==> config.mk <==
export PLATFORM = sky130hd
export DESIGN_NAME = lsfu_logic_block
export DESIGN_NICKNAME = d
export VERILOG_FILES = /design/src/hw/lsfu_pkg.sv /design/src/hw/lsfu_logic_block.sv /design/src/hw/lsfu_src_mux.sv /design/src/hw/lsfu_slice.sv
export SDC_FILE = /design/constraint.sdc
export NUM_CORES = 1
export LEC_CHECK = 0
export BUFFER_PORTS_ARGS = -buffer_cell sky130_fd_sc_hd__buf_2
export CORE_MARGIN = 10
export CORE_UTILIZATION = 30
export DETAILED_ROUTE_END_ITERATION = 10
export PLACE_DENSITY = 0.48
export REMOVE_ABC_BUFFERS = 1
export SETUP_SLACK_MARGIN = 0.15
export SLEW_MARGIN = 5
export SYNTH_ARGS = -nofsm -noshare
export SYNTH_HDL_FRONTEND = slang
export SYNTH_HIERARCHICAL = 1
export SYNTH_SLANG_ARGS = --single-unit
export TNS_END_PERCENT = 10
==> constraint.sdc <==
create_clock -name clk_sys -period 5.3 [get_ports clk_sys]
set_input_delay 0.795 -clock clk_sys [delete_from_list [all_inputs] [get_ports clk_sys]]
set_output_delay 0.795 -clock clk_sys [all_outputs]
set_load 0.1 [all_outputs]
==> src/hw/lsfu_pkg.sv <==
// Package for the logic block slice cluster and its region source mux.
// Assumes one system clock; all source lines arrive from outside that domain.
package lsfu_pkg;
  localparam int SLICES       = 4;
  localparam int REG_SLICES   = 3;
  localparam int TBL_W        = 16;
  localparam int LUT_IN       = 4;
  localparam int SRC_LINES    = 8;
  localparam int PAD_SRC      = 6;
  localparam int ROUTE_SRC    = SRC_LINES - PAD_SRC;
  // Pin counts of a register slice and of the top slice
  localparam int REG_SLICE_IN  = 14;
  localparam int REG_SLICE_OUT = 7;
  localparam int TOP_SLICE_IN  = 10;
  localparam int TOP_SLICE_OUT = 4;
  // Lines usable as clock (0-2, 4-7) and as control (0-3, 7)
  localparam logic [SRC_LINES-1:0] CLK_LINE_OK = 8'hF7;
  localparam logic [SRC_LINES-1:0] CTL_LINE_OK = 8'h8F;
  // Values after reset
  localparam logic [TBL_W-1:0] TBL_RST = 16'h0000;
  localparam logic [1:0]       Q_RST   = 2'h0;
  localparam logic [7:0]       SRC_RST = 8'h00;

  typedef enum logic [1:0] {
    LSFU_LOGIC,
    LSFU_RIPPLE,
    LSFU_RAM,
    LSFU_ROM
  } lsfu_mode_t;

  // Restrict a requested mode to what the slice can do
  function automatic lsfu_mode_t lsfu_legal(input int slice, input lsfu_mode_t m,
                                            input logic ram_ok);
    if (slice >= REG_SLICES) begin
      return (m == LSFU_ROM) ? LSFU_ROM : LSFU_LOGIC;
    end else if (m == LSFU_RAM && !ram_ok) begin
      return LSFU_LOGIC;
    end
    return m;
  endfunction
endpackage

==> src/hw/lsfu_logic_block.sv <==
// Logic block: four slices, wide function combiners, distributed memory
// tables and the region source mux that feeds clock, enable and set/reset.
// Assumes config and user inputs are synchronous to clk_sys; source lines are not.
//
// Functional notes
// - Slices 0-2 registered; slice 3 tables only.
// - Only RAM-capable block slices 0-2 do RAM.
// - Tables combine into five to eight inputs.
// - Set/reset sync or async; clock select, chip-select.
// - Registers edge or level, either polarity.
// - Slices 0-2: fourteen inputs, seven outputs, carry.
// - Slice 3: ten inputs, four outputs, no carry.
// - Registers start from configured preset or clear.
// - Eight region lines; 0-3 control, 4-7 clock.
// - Line 7 also control; lines 0-2 also clock.
// - Six lines from pads, rest from routing.
`timescale 1ns/1ps
module lsfu_logic_block
  import lsfu_pkg::*;
#(
  parameter bit RAM_CAPABLE = 1'b1
) (
  input  wire logic                     clk_sys,
  input  wire logic                     rstn,
  input  wire logic [PAD_SRC-1:0]       src_pad,
  input  wire logic [ROUTE_SRC-1:0]     src_route,
  input  wire logic [2:0]               clk_sel,
  input  wire logic [2:0]               ce_sel,
  input  wire logic [2:0]               lsr_sel,
  input  wire logic                     ce_force,
  input  wire logic                     lsr_off,
  input  wire logic                     reg_edge,
  input  wire logic                     reg_neg,
  input  wire logic                     lsr_async,
  input  wire logic [2*REG_SLICES-1:0]  init_val,
  input  wire logic [2*SLICES-1:0]      mode_cfg,
  input  wire logic                     cfg_we,
  input  wire logic [2:0]               cfg_sel,
  input  wire logic [TBL_W-1:0]         cfg_data,
  input  wire logic                     ram_we,
  input  wire logic                     ram_cs,
  input  wire logic [LUT_IN-1:0]        ram_waddr,
  input  wire logic [2*REG_SLICES-1:0]  ram_wdata,
  input  wire logic [2*SLICES*LUT_IN-1:0] lut_in,
  input  wire logic [2*SLICES-1:0]      m_in,
  input  wire logic                     fci,
  input  wire logic                     wide_in,
  output logic [2*SLICES-1:0]           f,
  output logic [2*REG_SLICES-1:0]       q,
  output logic [SLICES-1:0]             ofx,
  output logic                          fco,
  output logic [1:0]                    lut6,
  output logic                          lut7,
  output logic                          lut8,
  output logic                          mode_err,
  output logic                          sel_err
);
  typedef struct packed {
    logic [2*SLICES-1:0][TBL_W-1:0] tbl;
  } lsfu_blk_st_t;

  lsfu_blk_st_t              st_reg;
  lsfu_blk_st_t              st_next;
  lsfu_mode_t                mode_req [SLICES];
  lsfu_mode_t                mode_eff [SLICES];
  logic [SLICES-1:0]         mode_bad;
  logic [REG_SLICES:0]       carry;
  logic [SLICES-1:0]         fco_s;
  logic [2*SLICES-1:0]       q_s;
  logic                      clk_lvl;
  logic                      clk_rise;
  logic                      clk_fall;
  logic                      ce;
  logic                      local_set_reset;
  logic                      wr_strobe;

  // Region source mux for clock, enable and set/reset
  lsfu_src_mux u_src_mux (
    .clk_sys   (clk_sys),
    .rstn      (rstn),
    .src_pad   (src_pad),
    .src_route (src_route),
    .clk_sel   (clk_sel),
    .ce_sel    (ce_sel),
    .lsr_sel   (lsr_sel),
    .ce_force  (ce_force),
    .lsr_off   (lsr_off),
    .clk_lvl   (clk_lvl),
    .clk_rise  (clk_rise),
    .clk_fall  (clk_fall),
    .ce        (ce),
    .local_set_reset       (local_set_reset),
    .sel_err   (sel_err)
  );

  // Requested modes are clipped to what each slice and block allow
  always_comb begin
    for (int s = 0; s < SLICES; s++) begin
      mode_req[s] = lsfu_mode_t'(mode_cfg[2*s +: 2]);
      mode_eff[s] = lsfu_legal(s, mode_req[s], RAM_CAPABLE);
      mode_bad[s] = (mode_eff[s] != mode_req[s]);
    end
  end
  assign mode_err = |mode_bad;

  // Memory writes take the register clock edge of the reg_neg polarity even when reg_edge selects level, gated by chip-select
  assign wr_strobe = ram_we & ram_cs & (reg_neg ? clk_fall : clk_rise);

  // Configuration load wins over a user write to the same table
  always_comb begin
    st_next = st_reg;
    for (int k = 0; k < 2*REG_SLICES; k++) begin
      if (wr_strobe && mode_eff[k/2] == LSFU_RAM) begin
        st_next.tbl[k][ram_waddr] = ram_wdata[k];
      end
    end
    if (cfg_we) begin
      st_next.tbl[cfg_sel] = cfg_data;
    end
  end

  always_ff @(posedge clk_sys or negedge rstn) begin
    if (!rstn) begin
      st_reg <= '{default: TBL_RST};
    end else begin
      st_reg <= st_next;
    end
  end

  // Carry chain runs through the registered slices only
  assign carry[0] = fci;
  genvar g;
  generate
    for (g = 0; g < SLICES; g++) begin : g_slice
      lsfu_slice #(
        .HAS_REG (g < REG_SLICES)
      ) u_slice (
        .clk_sys   (clk_sys),
        .rstn      (rstn),
        .tbl0      (st_reg.tbl[2*g]),
        .tbl1      (st_reg.tbl[2*g+1]),
        .lut_a     (lut_in[8*g +: LUT_IN]),
        .lut_b     (lut_in[8*g+4 +: LUT_IN]),
        .m0        (m_in[2*g]),
        .mode      (mode_eff[g]),
        .fci       ((g < REG_SLICES) ? carry[(g < REG_SLICES) ? g : 0] : 1'b0),
        .reg_edge  (reg_edge),
        .reg_neg   (reg_neg),
        .lsr_async (lsr_async),
        .init_val  ((g < REG_SLICES) ? init_val[2*((g < REG_SLICES) ? g : 0) +: 2] : Q_RST),
        .clk_lvl   (clk_lvl),
        .clk_rise  (clk_rise),
        .clk_fall  (clk_fall),
        .ce        (ce),
        .local_set_reset       (local_set_reset),
        .f         (f[2*g +: 2]),
        .ofx       (ofx[g]),
        .q         (q_s[2*g +: 2]),
        .fco       (fco_s[g])
      );
      if (g < REG_SLICES) begin : g_carry
        assign carry[g+1] = fco_s[g];
      end
    end
  endgenerate
  assign fco = carry[REG_SLICES];
  assign q   = q_s[2*REG_SLICES-1:0];

  // Wide functions: pairs, quads, whole block, then the neighbour block
  assign lut6[0] = m_in[1] ? ofx[1] : ofx[0];
  assign lut6[1] = m_in[5] ? ofx[3] : ofx[2];
  assign lut7    = m_in[3] ? lut6[1] : lut6[0];
  assign lut8    = m_in[7] ? wide_in : lut7;
endmodule

==> src/hw/lsfu_src_mux.sv <==
// Region source mux: synchronises the eight secondary source lines and
// picks clock, clock enable and local set/reset. Lines come from pads/routing.
`timescale 1ns/1ps
module lsfu_src_mux
  import lsfu_pkg::*;
(
  input  wire logic                 clk_sys,
  input  wire logic                 rstn,
  input  wire logic [PAD_SRC-1:0]   src_pad,
  input  wire logic [ROUTE_SRC-1:0] src_route,
  input  wire logic [2:0]           clk_sel,
  input  wire logic [2:0]           ce_sel,
  input  wire logic [2:0]           lsr_sel,
  input  wire logic                 ce_force,
  input  wire logic                 lsr_off,
  output logic                      clk_lvl,
  output logic                      clk_rise,
  output logic                      clk_fall,
  output logic                      ce,
  output logic                      local_set_reset,
  output logic                      sel_err
);
  typedef struct packed {
    logic [SRC_LINES-1:0] s1;
    logic [SRC_LINES-1:0] s2;
    logic [SRC_LINES-1:0] s3;
  } lsfu_mux_st_t;

  lsfu_mux_st_t st_reg;
  lsfu_mux_st_t st_next;
  logic         clk_ok;
  logic         ce_ok;
  logic         lsr_ok;

  // Two flops per line, third only for edge detection
  always_comb begin
    st_next    = st_reg;
    st_next.s1 = {src_route, src_pad};
    st_next.s2 = st_reg.s1;
    st_next.s3 = st_reg.s2;
  end

  always_ff @(posedge clk_sys or negedge rstn) begin
    if (!rstn) begin
      st_reg <= '{SRC_RST, SRC_RST, SRC_RST};
    end else begin
      st_reg <= st_next;
    end
  end

  // A line not wired to a role gives nothing rather than a wrong signal
  assign clk_ok   = CLK_LINE_OK[clk_sel];
  assign ce_ok    = CTL_LINE_OK[ce_sel];
  assign lsr_ok   = CTL_LINE_OK[lsr_sel];
  assign clk_lvl  = clk_ok & st_reg.s2[clk_sel];
  assign clk_rise = clk_ok & st_reg.s2[clk_sel] & ~st_reg.s3[clk_sel];
  assign clk_fall = clk_ok & ~st_reg.s2[clk_sel] & st_reg.s3[clk_sel];
  assign ce       = ce_force | (ce_ok & st_reg.s2[ce_sel]);
  assign local_set_reset      = ~lsr_off & lsr_ok & st_reg.s2[lsr_sel];
  assign sel_err  = ~clk_ok | (~ce_force & ~ce_ok) | (~lsr_off & ~lsr_ok);
endmodule

==> src/hw/lsfu_slice.sv <==
// One slice: two four-input tables, carry stage and optional register pair.
// Tables, mode and strobes are supplied by the enclosing logic block.
`timescale 1ns/1ps
module lsfu_slice
  import lsfu_pkg::*;
#(
  parameter bit HAS_REG = 1'b1
) (
  input  wire logic              clk_sys,
  input  wire logic              rstn,
  input  wire logic [TBL_W-1:0]  tbl0,
  input  wire logic [TBL_W-1:0]  tbl1,
  input  wire logic [LUT_IN-1:0] lut_a,
  input  wire logic [LUT_IN-1:0] lut_b,
  input  wire logic              m0,
  input  wire lsfu_mode_t        mode,
  input  wire logic              fci,
  input  wire logic              reg_edge,
  input  wire logic              reg_neg,
  input  wire logic              lsr_async,
  input  wire logic [1:0]        init_val,
  input  wire logic              clk_lvl,
  input  wire logic              clk_rise,
  input  wire logic              clk_fall,
  input  wire logic              ce,
  input  wire logic              local_set_reset,
  output logic [1:0]             f,
  output logic                   ofx,
  output logic [1:0]             q,
  output logic                   fco
);
  typedef struct packed {
    logic       init_done;
    logic [1:0] q;
  } lsfu_slc_st_t;

  lsfu_slc_st_t st_reg;
  lsfu_slc_st_t st_next;
  logic         p0;
  logic         p1;
  logic         c1;
  logic         ripple;
  logic         active;

  // Table lookup, ripple sum and carry, in-slice wide select
  assign p0     = tbl0[lut_a];
  assign p1     = tbl1[lut_b];
  assign ripple = HAS_REG && (mode == LSFU_RIPPLE);
  assign c1     = p0 ? fci : lut_a[0];
  assign f      = ripple ? {p1 ^ c1, p0 ^ fci} : {p1, p0};
  assign fco    = ripple ? (p1 ? c1 : lut_b[0]) : 1'b0;
  assign ofx    = m0 ? p1 : p0;

  // Edge or level sensitivity, either polarity, seen on the system clock
  assign active = reg_edge ? (reg_neg ? clk_fall : clk_rise)
                           : (reg_neg ? ~clk_lvl : clk_lvl);

  // First cycle after reset loads the configured preset/clear value
  always_comb begin
    st_next = st_reg;
    if (!st_reg.init_done) begin
      st_next.init_done = 1'b1;
      st_next.q         = init_val;
    end else if (lsr_async && local_set_reset) begin
      st_next.q = init_val;
    end else if (active) begin
      if (local_set_reset) begin
        st_next.q = init_val;
      end else if (ce) begin
        st_next.q = f;
      end
    end
  end

  always_ff @(posedge clk_sys or negedge rstn) begin
    if (!rstn) begin
      st_reg <= '{1'b0, Q_RST};
    end else begin
      st_reg <= st_next;
    end
  end

  // The top slice has tables only
  assign q = HAS_REG ? st_reg.q : Q_RST;
endmodule

# Word-level counts from Yosys, hierarchy flattened
# Memory sizes are Yosys's and may differ from the RTL's.
# Cells that the tools add are included.
# totals
register_bits	159
mem_bits_ro	24
inputBits	112
output_inout_bits	25
memories	3
# mem_list
memory	words	width	rd	rd_clocked_by_memory_dff	wr	line_no	source
(name not given)	8	1	1	0	0	lsfu_src_mux.sv:52	assign clk_ok = CLK_LINE_OK[clk_sel];
(name not given)	8	1	1	0	0	lsfu_src_mux.sv:53	assign ce_ok = CTL_LINE_OK[ce_sel];
(name not given)	8	1	1	0	0	lsfu_src_mux.sv:54	assign lsr_ok = CTL_LINE_OK[lsr_sel];
# op_classes
magnitude_cmp	15
n_eq_ne	10
n_mux	84
bitwise	28
reduce_logical	7
# op_table
cell	count
bitwise mux 128 bit	1
2-to-1 mux 16 bit	7
bitwise mux 16 bit	6
2-to-1 mux 96 bit	1
demux 16 bit (select 3 bit)	1
less-than comparator 4 x 5 -> 1 bit, second input constant	9
2-to-1 mux 2 bit	19
2-to-1 mux 1 bit	36
binary-select mux 1 bit (select 4 bit)	8
less-than comparator 3 x 4 -> 1 bit, second input constant	4
binary-select mux 1 bit (select 3 bit)	4
AND 1 bit	11
== test 2 bit, second input constant	4
inverter 1 bit	8
== test 2 x 1 -> 1 bit, second input constant	3
logical AND 1 bit	6
XOR 1 bit	6
demux 1 bit (select 4 bit)	1
greater-or-equal comparator 4 x 1 -> 1 bit, second input constant	1
!= test 4 x 3 -> 1 bit, second input constant	1
greater-or-equal comparator 3 x 1 -> 1 bit, second input constant	1
!= test 3 bit, second input constant	1
OR 1 bit	3
!= test 2 bit	1
AND reduction 2 bit	1

# Longest topological paths before layout
# Gate-level depths: netlist of the first run.
# depth
word_depth	16
mapped_depth	14
ltp_nobuf	13

# Cells and area by module
# The synthesis of the first run kept the hierarchy.
# modules_own_cells
mod	instances	cells_per_inst	area_per_inst_um2
lsfu_logic_block	1	591	7419.6
lsfu_slice (g_slice[0].u_slice ...)	3	46	515.5
lsfu_src_mux	1	56	890.9
lsfu_slice (g_slice[3].u_slice)	1	27	332.8

# Least setup slack after synthesis of the first run
# Ideal clock, no wire load.
# synth_timing
path_kind	input -> output
startpoint	input port lut_in[16]
endpoint	output port lut8
arrival_time_ps	5737
path_slack_ps	-1232
cell_stages	8
n_path_buf	1
path_cell_list	buf_2 mux4_2 mux2_2 o21ai_0 o21ai_0 mux2_2 mux2_2 mux2_2
# synth_via
elab_chain_cells	6
# synth_lines
item	line_no	source
start, declared	lsfu_logic_block.sv:44	input wire logic [2*SLICES*LUT_IN-1:0] lut_in,
binary-select mux 1 bit (select 4 bit)	lsfu_slice.sv:46	assign p0 = tbl0[lut_a];
2-to-1 mux 1 bit (implied by the code)	lsfu_slice.sv:46	
2-to-1 mux 1 bit	lsfu_slice.sv:52	assign ofx = m0 ? p1 : p0;
via ofx[2]	lsfu_logic_block.sv:50	output logic [SLICES-1:0] ofx,
2-to-1 mux 1 bit	lsfu_logic_block.sv:171	assign lut6[1] = m_in[5] ? ofx[3] : ofx[2];
via lut6[1]	lsfu_logic_block.sv:52	output logic [1:0] lut6,
2-to-1 mux 1 bit	lsfu_logic_block.sv:172	assign lut7 = m_in[3] ? lut6[1] : lut6[0];
via lut7	lsfu_logic_block.sv:53	output logic lut7,
2-to-1 mux 1 bit	lsfu_logic_block.sv:173	assign lut8 = m_in[7] ? wide_in : lut7;
end, declared	lsfu_logic_block.sv:54	output logic lut8,
# The timed path passes the listed nets, and every way through them passes these cells. The select of a mux whose other input is x is not followed.

# Worst setup path in the final report of the first run
# layout_timing
startpoint	input port lut_in[4]
endpoint	output port f[5]
# layout_via
elab_chain_cells	10
# layout_lines
item	line_no	source
binary-select mux 1 bit (select 4 bit)	lsfu_slice.sv:47	assign p1 = tbl1[lut_b];
2-to-1 mux 1 bit (implied by the code)	lsfu_slice.sv:47	
2-to-1 mux 1 bit (*) (2 in series)	lsfu_slice.sv:51	assign fco = ripple ? (p1 ? c1 : lut_b[0]) : 1'b0;
via carry[1]	lsfu_logic_block.sv:67	logic [REG_SLICES:0] carry;
2-to-1 mux 1 bit (*)	lsfu_slice.sv:49	assign c1 = p0 ? fci : lut_a[0];
2-to-1 mux 1 bit (*) (2 in series)	lsfu_slice.sv:51	
via carry[2]	lsfu_logic_block.sv:67	
2-to-1 mux 1 bit (*)	lsfu_slice.sv:49	
XOR 1 bit (*)	lsfu_slice.sv:50	assign f = ripple ? {p1 ^ c1, p0 ^ fci} : {p1, p0};
2-to-1 mux 2 bit (*)	lsfu_slice.sv:50	
end, declared	lsfu_logic_block.sv:48	output logic [2*SLICES-1:0] f,
# Mark *: on every way through the listed nets, which the timed path passes. The rest lies on a longest branch. The select of a mux whose other input is x is not followed.

==> results.sh, run 1 <==
export IMPL_status="finished clean"
export IMPL_ys_warnings_count=6
export IMPL_grt_util_all_layers=0.1458
export IMPL_clk_pin_slew_ns=0.07
export IMPL_worst_pin_slew_ns=0.8933
export IMPL_die_x_um=204.0
export IMPL_grt_pass1_vias=7198
export IMPL_fin_crit_ns=4.693
export IMPL_crit_required_ns=4.51
export IMPL_routed_wl_met3_mm=1.785
export IMPL_num_rows=67
export IMPL_cap_viol_max_count=0
export IMPL_holdBufCountCts=0
export IMPL_max_freq_ghz=0.2131
export IMPL_cp_end_kind="output pin"
export IMPL_routed_top_layer="met5"
export IMPL_remaining_drc_errors=0
export IMPL_start_util=0.3037
export IMPL_htree_num_levels=4
export IMPL_p_sw_frac=0.3745
export IMPL_cp_max_fo=5
export IMPL_ios=137
export IMPL_p_leak_nw=4.822
export IMPL_p_int_mw=2.606
export IMPL_cp_arrival_ns=3.90
export IMPL_worst_slack_ns=0.6074
export IMPL_grt_overflow_total=0
export IMPL_clk_latency_ns=0.44
export IMPL_dr_pass1_iters=4
export IMPL_wl_per_cell_um=22.35
export IMPL_hold_viol=0
export IMPL_routed_wl_met2_mm=13.62
export IMPL_critPathLaunchType="input pin"
export IMPL_cts_sinks=161
export IMPL_rsz0062_at_grt="no"
export IMPL_switching_power_mw=1.560
export IMPL_skew_ns=0.01005
export IMPL_hp_class="flip-flop to flip-flop"
export IMPL_irDropWorstVdd_mv=0.3104
export IMPL_hpwl_mm=22.13
export IMPL_viasPerCell=5.105
export IMPL_core_area_um2=33450
export IMPL_vias=6943
export IMPL_die_y_um=204.0
export IMPL_cts_tree="done"
export IMPL_cts_buffers=17
export IMPL_p_per_area_nw_per_um2=355.0
export IMPL_finalNetCount=1011
export IMPL_wirelength_mm=30.39
export IMPL_drtIter0Drc=289
export IMPL_dieArea_um2=41630
export IMPL_grt_max_degree=90
export IMPL_postRouteAntennaNets=0
export IMPL_fin_total_pwr_mw=4.166
export IMPL_antenna_found_initial=3
export IMPL_largest_register_ffs=128
export IMPL_dpl_cell_count=1327
export IMPL_gp_congestion=0.7688
export IMPL_cts_buffer_depth=2
export IMPL_cts_resized=0
export IMPL_area_delta_synth_final_pct=15.50
export IMPL_seqPwrFrac=0.386
export IMPL_drive_above_1_share=0.3139
export IMPL_timing_slew_headroom=0.4013
export IMPL_tns_ns=0
export IMPL_finalSetupViolations=0
export IMPL_clockPowerShare=0.300
export IMPL_power_frac_comb=0.314
export IMPL_portBuffers=136
export IMPL_met1_length_mm=14.71
export IMPL_grt_pass1_wl_mm=46.11
export IMPL_dp_slack_ns=0.5492
export IMPL_cts_root_buf="clkbuf_16"
export IMPL_avgSynthCellArea_um2=12.59
export IMPL_min_period_over_period=0.8854
export IMPL_post_cts_buffers=0
export IMPL_mappedNetlistArea_um2=10160
export IMPL_n_fill_cell=3295
export IMPL_fin_cells=1360
export IMPL_drv_slew=0
export IMPL_crit_type="input pin to output pin"
export IMPL_syn_instance_count=807
stage by stage:
step           area, µm²    util  hold slack [ns]
3_3_place_gp       11150  0.3333           0.3357
3_5_place_dp       11150  0.3333           0.3370
6_report           11740  0.3508           0.3441
5_1_grt            11730  0.3508           0.3626
4_1_cts            11730  0.3508           0.3474
2_1_floorplan       9777       -           0.3312
worst max-delay path, cell delays in order:
cell and delay, ns:
buf_2 0.19, mux4_2 0.57, mux4_2 0.55, a31oi_1 0.42, nand2_1 0.11, a31oi_1 0.29
nand2_1 0.13, mux2i_1 0.18, xor2_1 0.20, buf_2 0.46
area by class of cell:
cell class,instances,area [µm²],area share
diodes,1,2.502,0.0002132
well taps,448,560.5,0.04777
clock buffers,18,439.2,0.03742
clock inverters,14,143.9,0.01226
inverters,2,7.507,0.0006397
flip-flops and latches,161,4029,0.3433
repair buffers,145,754.5,0.06429
multi-input cells,571,5798,0.4941
metal layers:
metal | up-vias | GRT usage
met3 | 17 | 0.03852
li1 | 3241 | -
met1 | 3523 | 0.2034
met4 | 2 | 0.03121
met2 | 160 | 0.2219
met5 | - | 0
placed cells by master, fill, tap and decap left out, types with 4 or more instances in the layout:
cell	count
clkbuf_16	17
buf_4	9
o21ai_0	12
mux4_1	4
dfrtp_1	161
nor2_1	8
nand4bb_1	6
buf_2	135
mux2_1	4
mux2_2	51
nor3_2	5
mux4_2	38
a21oi_1	11
nor2b_1	10
nand4b_1	7
clkinv_4	4
nor3_1	41
nor3_4	4
inv_6	6
nand2_1	23
mux2i_1	300
worst paths after layout:
| check | depth (start not counted) | startpoint | to | slack, ns |
|---|---|---|---|---|
| setup / recovery | 10 | lut_in[4] | f[5] | 0.61 |
| hold / removal | 0 | u_src_mux/st_next[12] | u_src_mux/st_next[4] | 0.34 |
| setup reg to reg | 12 | st_reg[8] | g_slice[2].u_slice/q[1] | 1.92 |
| hold reg to reg | 0 | u_src_mux/st_next[12] | u_src_mux/st_next[4] | 0.34 |
| max in group asynchronous | 2 | rstn | u_src_mux/st_next[12] | 3.76 |
| min in group asynchronous | 1 | rstn | st_reg[109] | 0.43 |
power groups by stage:
stage / logic, mW / registers [mW] / clock network [mW]
after floorplan: 0.883 / 1.67 / 0
after global placement: 1.29 / 1.63 / 0
after detailed placement: 1.31 / 1.63 / 0
after CTS: 1.32 / 1.61 / 1.29
after global routing: 1.41 / 1.64 / 1.34
final: 1.31 / 1.61 / 1.25
Power figures use the tool's default switching activity.
==> run 2, diff against run 1 <==
CORE_UTILIZATION = 60   (was 30)
PLACE_DENSITY = 0.84   (was 0.48)
clock period = 6 ns   (was 5.3 ns; I/O delays follow)
==> run 2 against run 1 <==
Against the previous run: global-route usage is 10 points higher; register-to-register slack better by 0.68 ns; combinational power decreased by 12%; die area fell by 46%; first-iteration DRC count up 97%; setup slack gained 0.46 ns; sequential power decreased by 11%; final cell count decreased by 17%; count of clock-buffer cells in the layout down 1; non-clock buffer count shrank 1; largest cell class unchanged.
==> results.sh, run 2 (synthesis results as in run 1) <==
export IMPL_switching_power_mw=1.371
export IMPL_clk_pin_slew_ns=0.07
export IMPL_remaining_drc_errors=0
export IMPL_clockPowerShare=0.303
export IMPL_cts_resized=0
export IMPL_grt_pass1_vias=7572
export IMPL_drtIter0Drc=568
export IMPL_hold_viol=0
export IMPL_crit_required_ns=5.10
export IMPL_finalSetupViolations=0
export IMPL_grt_max_degree=92
export IMPL_timing_slew_headroom=0.4000
export IMPL_min_period_over_period=0.8219
export IMPL_dr_pass1_iters=4
export IMPL_cp_arrival_ns=4.03
export IMPL_hp_class="flip-flop to flip-flop"
export IMPL_p_per_area_nw_per_um2=323.2
export IMPL_die_x_um=150.1
export IMPL_status="finished clean"
export IMPL_portBuffers=136
export IMPL_viasPerCell=6.427
export IMPL_skew_ns=0.009241
export IMPL_cts_tree="done"
export IMPL_wirelength_mm=27.87
export IMPL_layout_commonest_cell="mux2i_1"
export IMPL_most_common_layout_cells="300 x mux2i_1, 161 x dfrtp_1, 135 x buf_2"
export IMPL_drive_above_1_share=0.3132
export IMPL_hold_start="u_src_mux/st_next[12]"
export IMPL_post_cts_buffers=0
export IMPL_crit_type="input pin to output pin"
export IMPL_gp_congestion=0.8715
export IMPL_irDropWorstVdd_mv=0.2755
export IMPL_fin_cells=1132
export IMPL_holdBufCountCts=0
export IMPL_r2r_end="g_slice[2].u_slice/q[1]"
export IMPL_cap_viol_max_count=0
export IMPL_hold_ws_ns=0.3493
export IMPL_fin_crit_ns=4.932
export IMPL_n_fill_cell=1205
export IMPL_cpPeakStageDelay_ns=0.54
export IMPL_area_delta_synth_final_pct=12.80
export IMPL_core_area_um2=16580
export IMPL_grt_overflow_total=0
export IMPL_rsz0062_at_grt="no"
export IMPL_dieArea_um2=22540
export IMPL_cts_sinks=161
export IMPL_num_rows=47
export IMPL_vias=7275
export IMPL_finalNetCount=1010
export IMPL_p_int_mw=2.332
export IMPL_path_common_cell="nand2_1"
export IMPL_critPathLaunchType="input pin"
export IMPL_worst_pin_slew_ns=0.8973
export IMPL_worst_slack_ns=1.068
export IMPL_cts_buffers=17
export IMPL_final_util=0.6910
export IMPL_reg2reg_from="st_reg[13]"
export IMPL_cp_end_kind="output pin"
export IMPL_cts_buffer_depth=2
export IMPL_grt_pass1_wl_mm=42.92
export IMPL_dpl_cell_count=1098
export IMPL_drv_slew=0
export IMPL_antenna_found_initial=4
export IMPL_hold_depth=0
export IMPL_die_y_um=150.1
export IMPL_r2r_cells=12
export IMPL_max_freq_ghz=0.2028
export IMPL_p_sw_frac=0.3702
export IMPL_hpwl_mm=18.99
export IMPL_holdPathEnd="u_src_mux/st_next[4]"
export IMPL_htree_num_levels=4
export IMPL_crit_chain="buf_2, mux4_2, mux2_2, o21ai_0, nand2_1, a31oi_1, nand2_1, a31oi_1, nand2_1, mux2i_1, xor2_1, buf_2"
export IMPL_crit_slowest_cell="mux4_2"
export IMPL_power_frac_comb=0.311
export IMPL_postRouteAntennaNets=0
export IMPL_cp_max_fo=6
export IMPL_largest_register_ffs=128
export IMPL_start_util=0.6126
export IMPL_grt_util_all_layers=0.2473
export IMPL_cts_root_buf="clkbuf_16"
export IMPL_seqPwrFrac=0.386
export IMPL_wl_per_cell_um=24.62
export IMPL_p_leak_nw=4.820
export IMPL_ios=137
export IMPL_dp_slack_ns=1.177
export IMPL_clk_latency_ns=0.44
export IMPL_reg2reg_slack_ns=2.60
==> run 2: worst max-delay path by stage <==
stage,startpoint,end,slack (ns),depth (start not counted)
floorplan,lut_in[16],lut8,-0.57,7
global placement,lut_in[0],f[5],1.24,12
detailed placement,lut_in[0],f[5],1.18,12
CTS,lut_in[0],f[5],1.12,12
global route,lut_in[0],f[5],0.90,12
finish,lut_in[0],f[5],1.07,12
==> run 2: worst max-delay path, delay by kind of cell <==
family	cells	cell delay, ns
AO/OA/AOI/OAI	3	0.96
XOR/XNOR	1	0.19
buffers and inverters	2	0.65
multiplexers	3	0.99
AND/OR/NAND/NOR	3	0.32
==> run 2: power by group through the flow <==
stage | sequential (mW) | clock (mW) | combinational, mW
floorplan | 1.48 | 0 | 0.780
global placement | 1.43 | 0 | 1.11
detailed placement | 1.44 | 0 | 1.14
CTS | 1.42 | 1.13 | 1.15
global route | 1.45 | 1.18 | 1.22
finish | 1.43 | 1.12 | 1.15
==> run 2: area by class of cell <==
cell class                 instances  area (µm²)  area share
multi-input combinational        571        5798      0.5060
sequential                       161        4029      0.3516
tap                              220       275.3     0.02402
antenna                            2       5.005   0.0004367
clock inverter                    15       172.7     0.01507
timing repair buffer             144       747.0     0.06518
clock buffer                      17       425.4     0.03712
inverter                           2       7.507   0.0006551
==> run 2: per-layer routing <==
metal	part of all wire	GRT usage	wire length [µm]	up-vias
met3	0.074	0.05342	2058	61
li1	-	-	-	3234
met5	0.0011	0	30	-
met1	0.43	0.3269	12110	3693
met4	0.030	0.09378	827	4
met2	0.46	0.3922	12850	283
==> run 2: metrics by stage <==
step | instance area [µm²] | power [mW] | TNS, ns
finish | 11460 | 3.704 | 0
global route | 11460 | 3.846 | 0
CTS | 11450 | 3.705 | 0
detailed placement | 10860 | 2.581 | 0
global placement | 10860 | 2.543 | 0
floorplan | 9777 | 2.257 | -0.5723
==> run 3, diff against run 2 <==
CORE_UTILIZATION = 59   (was 60)
PLACE_DENSITY = 0.82   (was 0.84)
clock period = 5 ns   (was 6 ns; I/O delays follow)
==> run 3 against run 2 <==
Against the previous run: non-clock buffer count up 1; critical path type unchanged; largest power group unchanged; largest cell class unchanged; setup slack worse by 0.55 ns; cell area down 0.16%; sequential share of layout area up 0.057 points; via count up 0.45%; sequential cell count unchanged; die area up 1.5%; sequential power up 21%; global-route usage up 0.24 points; critical endpoint unchanged.
==> results.sh, run 3 (synthesis results as in run 1) <==
export IMPL_grt_pass1_vias=7612
export IMPL_postRouteAntennaNets=0
export IMPL_drtIter0Drc=551
export IMPL_max_freq_ghz=0.2231
export IMPL_dpl_cell_count=1099
export IMPL_grt_max_degree=98
export IMPL_core_area_um2=16760
export IMPL_cp_depth=12
export IMPL_most_common_layout_cells="300 x mux2i_1, 161 x dfrtp_1, 134 x buf_2"
export IMPL_fin_area_um2=11440
export IMPL_wl_per_cell_um=25.21
export IMPL_htree_num_levels=4
export IMPL_skew_ns=0.008274
export IMPL_rsz0062_at_grt="no"
export IMPL_cp_end_kind="output pin"
export IMPL_critPathTopFamily="multiplexers"
export IMPL_path_common_cell="nand2_1"
export IMPL_ios=137
export IMPL_fin_crit_ns=4.481
export IMPL_area_delta_synth_final_pct=12.61
export IMPL_cts_buffer_depth=2
export IMPL_largest_register_ffs=128
export IMPL_critPathLaunchType="input pin"
export IMPL_grt_pass1_wl_mm=43.47
export IMPL_crit_chain="buf_2, mux4_2, mux2_2, o21ai_0, nand2_1, a31oi_1, nand2_1, a31oi_1, nand2_1, mux2i_1, xor2_1, clkbuf_4"
export IMPL_n_fill_cell=1240
export IMPL_die_y_um=151.2
export IMPL_viasPerCell=6.450
export IMPL_cts_tree="done"
export IMPL_cp_arrival_ns=3.73
export IMPL_p_leak_nw=4.812
export IMPL_cpPeakStageDelay_ns=0.54
export IMPL_wirelength_mm=28.56
export IMPL_tns_ns=0
export IMPL_clk_latency_ns=0.43
export IMPL_dr_pass1_iters=4
export IMPL_hold_start="u_src_mux/st_next[13]"
export IMPL_seqCellArea_um2=4029
export IMPL_holdBufCountCts=0
export IMPL_place_area_um2=10860
export IMPL_cp_max_fo=6
export IMPL_r2r_cells=12
export IMPL_hold_viol=0
export IMPL_crit_slowest_cell="mux4_2"
export IMPL_finalSetupViolations=0
export IMPL_reg2reg_from="st_reg[13]"
export IMPL_cts_sinks=161
export IMPL_holdPathEnd="u_src_mux/st_next[5]"
export IMPL_irDropWorstVdd_mv=0.4988
export IMPL_remaining_drc_errors=0
export IMPL_path_buf_inv=2
export IMPL_hold_depth=0
export IMPL_reg2reg_slack_ns=1.67
export IMPL_finalNetCount=1011
export IMPL_vias=7308
export IMPL_r2r_end="g_slice[2].u_slice/q[1]"
export IMPL_drv_slew=0
export IMPL_clk_pin_slew_ns=0.06
export IMPL_crit_required_ns=4.25
export IMPL_portBuffers=136
export IMPL_dieArea_um2=22870
export IMPL_num_rows=47
export IMPL_gp_congestion=0.9053
export IMPL_drive_above_1_share=0.3132
export IMPL_cap_viol_max_count=0
export IMPL_cts_buffers=17
export IMPL_grt_overflow_total=0
export IMPL_timing_slew_headroom=0.3832
export IMPL_crit_type="input pin to output pin"
export IMPL_die_x_um=151.2
export IMPL_final_util=0.6826
export IMPL_hp_class="flip-flop to flip-flop"
export IMPL_fin_total_pwr_mw=4.401
export IMPL_multiInputGateArea_um2=5798
export IMPL_min_period_over_period=0.8963
export IMPL_hpwl_mm=19.71
export IMPL_grt_util_all_layers=0.2497
export IMPL_layout_commonest_cell="mux2i_1"
export IMPL_cts_root_buf="clkbuf_16"
export IMPL_antenna_found_initial=4
export IMPL_status="finished clean"
export IMPL_worst_pin_slew_ns=0.9251
export IMPL_fin_cells=1133
export IMPL_p_per_area_nw_per_um2=384.6
export IMPL_start_util=0.6062
[run 3: cell types whose count changed in the layout (fill, tap and decap cells not counted), sizes merged]
cell / delta
clkbuf: +2
diode: +1
bufinv: -1
clkinv: +1
inv: -2
[run 3: power by group]
group / leakage (nW) / internal (mW) / switching [mW] / total, mW
registers: 1.92 / 1.56 / 0.164 / 1.73
clock network: 0.271 / 0.706 / 0.579 / 1.28
logic: 2.62 / 0.488 / 0.903 / 1.39
total: 4.81 / 2.76 / 1.64 / 4.40
[run 3: repair_timing]
item | 4_1_cts | 5_1_grt
setup endpoints to repair | 0 | 1
resized for setup | 0 | 1
setup buffers | 0 | 0
[run 3: per-layer routing]
layer | global-route usage | part of all wire | up-vias | routed length (µm)
li1 | - | - | 3216 | -
met1 | 0.3257 | 0.42 | 3729 | 12000
met2 | 0.3923 | 0.47 | 306 | 13310
met3 | 0.06384 | 0.081 | 55 | 2320
met4 | 0.09432 | 0.032 | 2 | 923
met5 | 0 | 0.00035 | - | 10
[run 3: worst max path at each step]
stage	startpoint	end	slack, ns
floorplan	lut_in[16]	lut8	-1.27
global placement	lut_in[0]	f[5]	0.58
detailed placement	lut_in[0]	f[5]	0.44
CTS	lut_in[0]	f[5]	0.44
global route	lut_in[0]	f[5]	0.23
finish	lut_in[0]	f[5]	0.52
[run 3: layout make-up]
class | count | area share
diodes | 3 | 0.0006562
clock buffers | 18 | 0.03839
clock inverters | 13 | 0.01115
inverters | 2 | 0.0006562
multi-input cells | 571 | 0.5068
flip-flops and latches | 161 | 0.3521
well taps | 220 | 0.02406
repair buffers | 145 | 0.06616
[run 3: through the flow]
step	hold slack, ns	setup WS, ns
final	0.3499	0.5186
after global routing	0.3548	0.2262
after CTS	0.3515	0.4439
after detailed placement	0.3347	0.4446
after global placement	0.3346	0.5755
after floorplan	0.3312	-1.272
[run 3: worst reg2reg max path: stages (launching register included)]
cell     delay (ns)
dfrtp_1        0.39
mux4_2         0.49
mux2_2         0.27
o21ai_0        0.21
nand2_1        0.08
a31oi_1        0.39
nand2_1        0.11
a31oi_1        0.27
nand2_1        0.12
mux2i_1        0.18
xor2_1         0.12
mux2_2         0.28
mux2_1         0.29
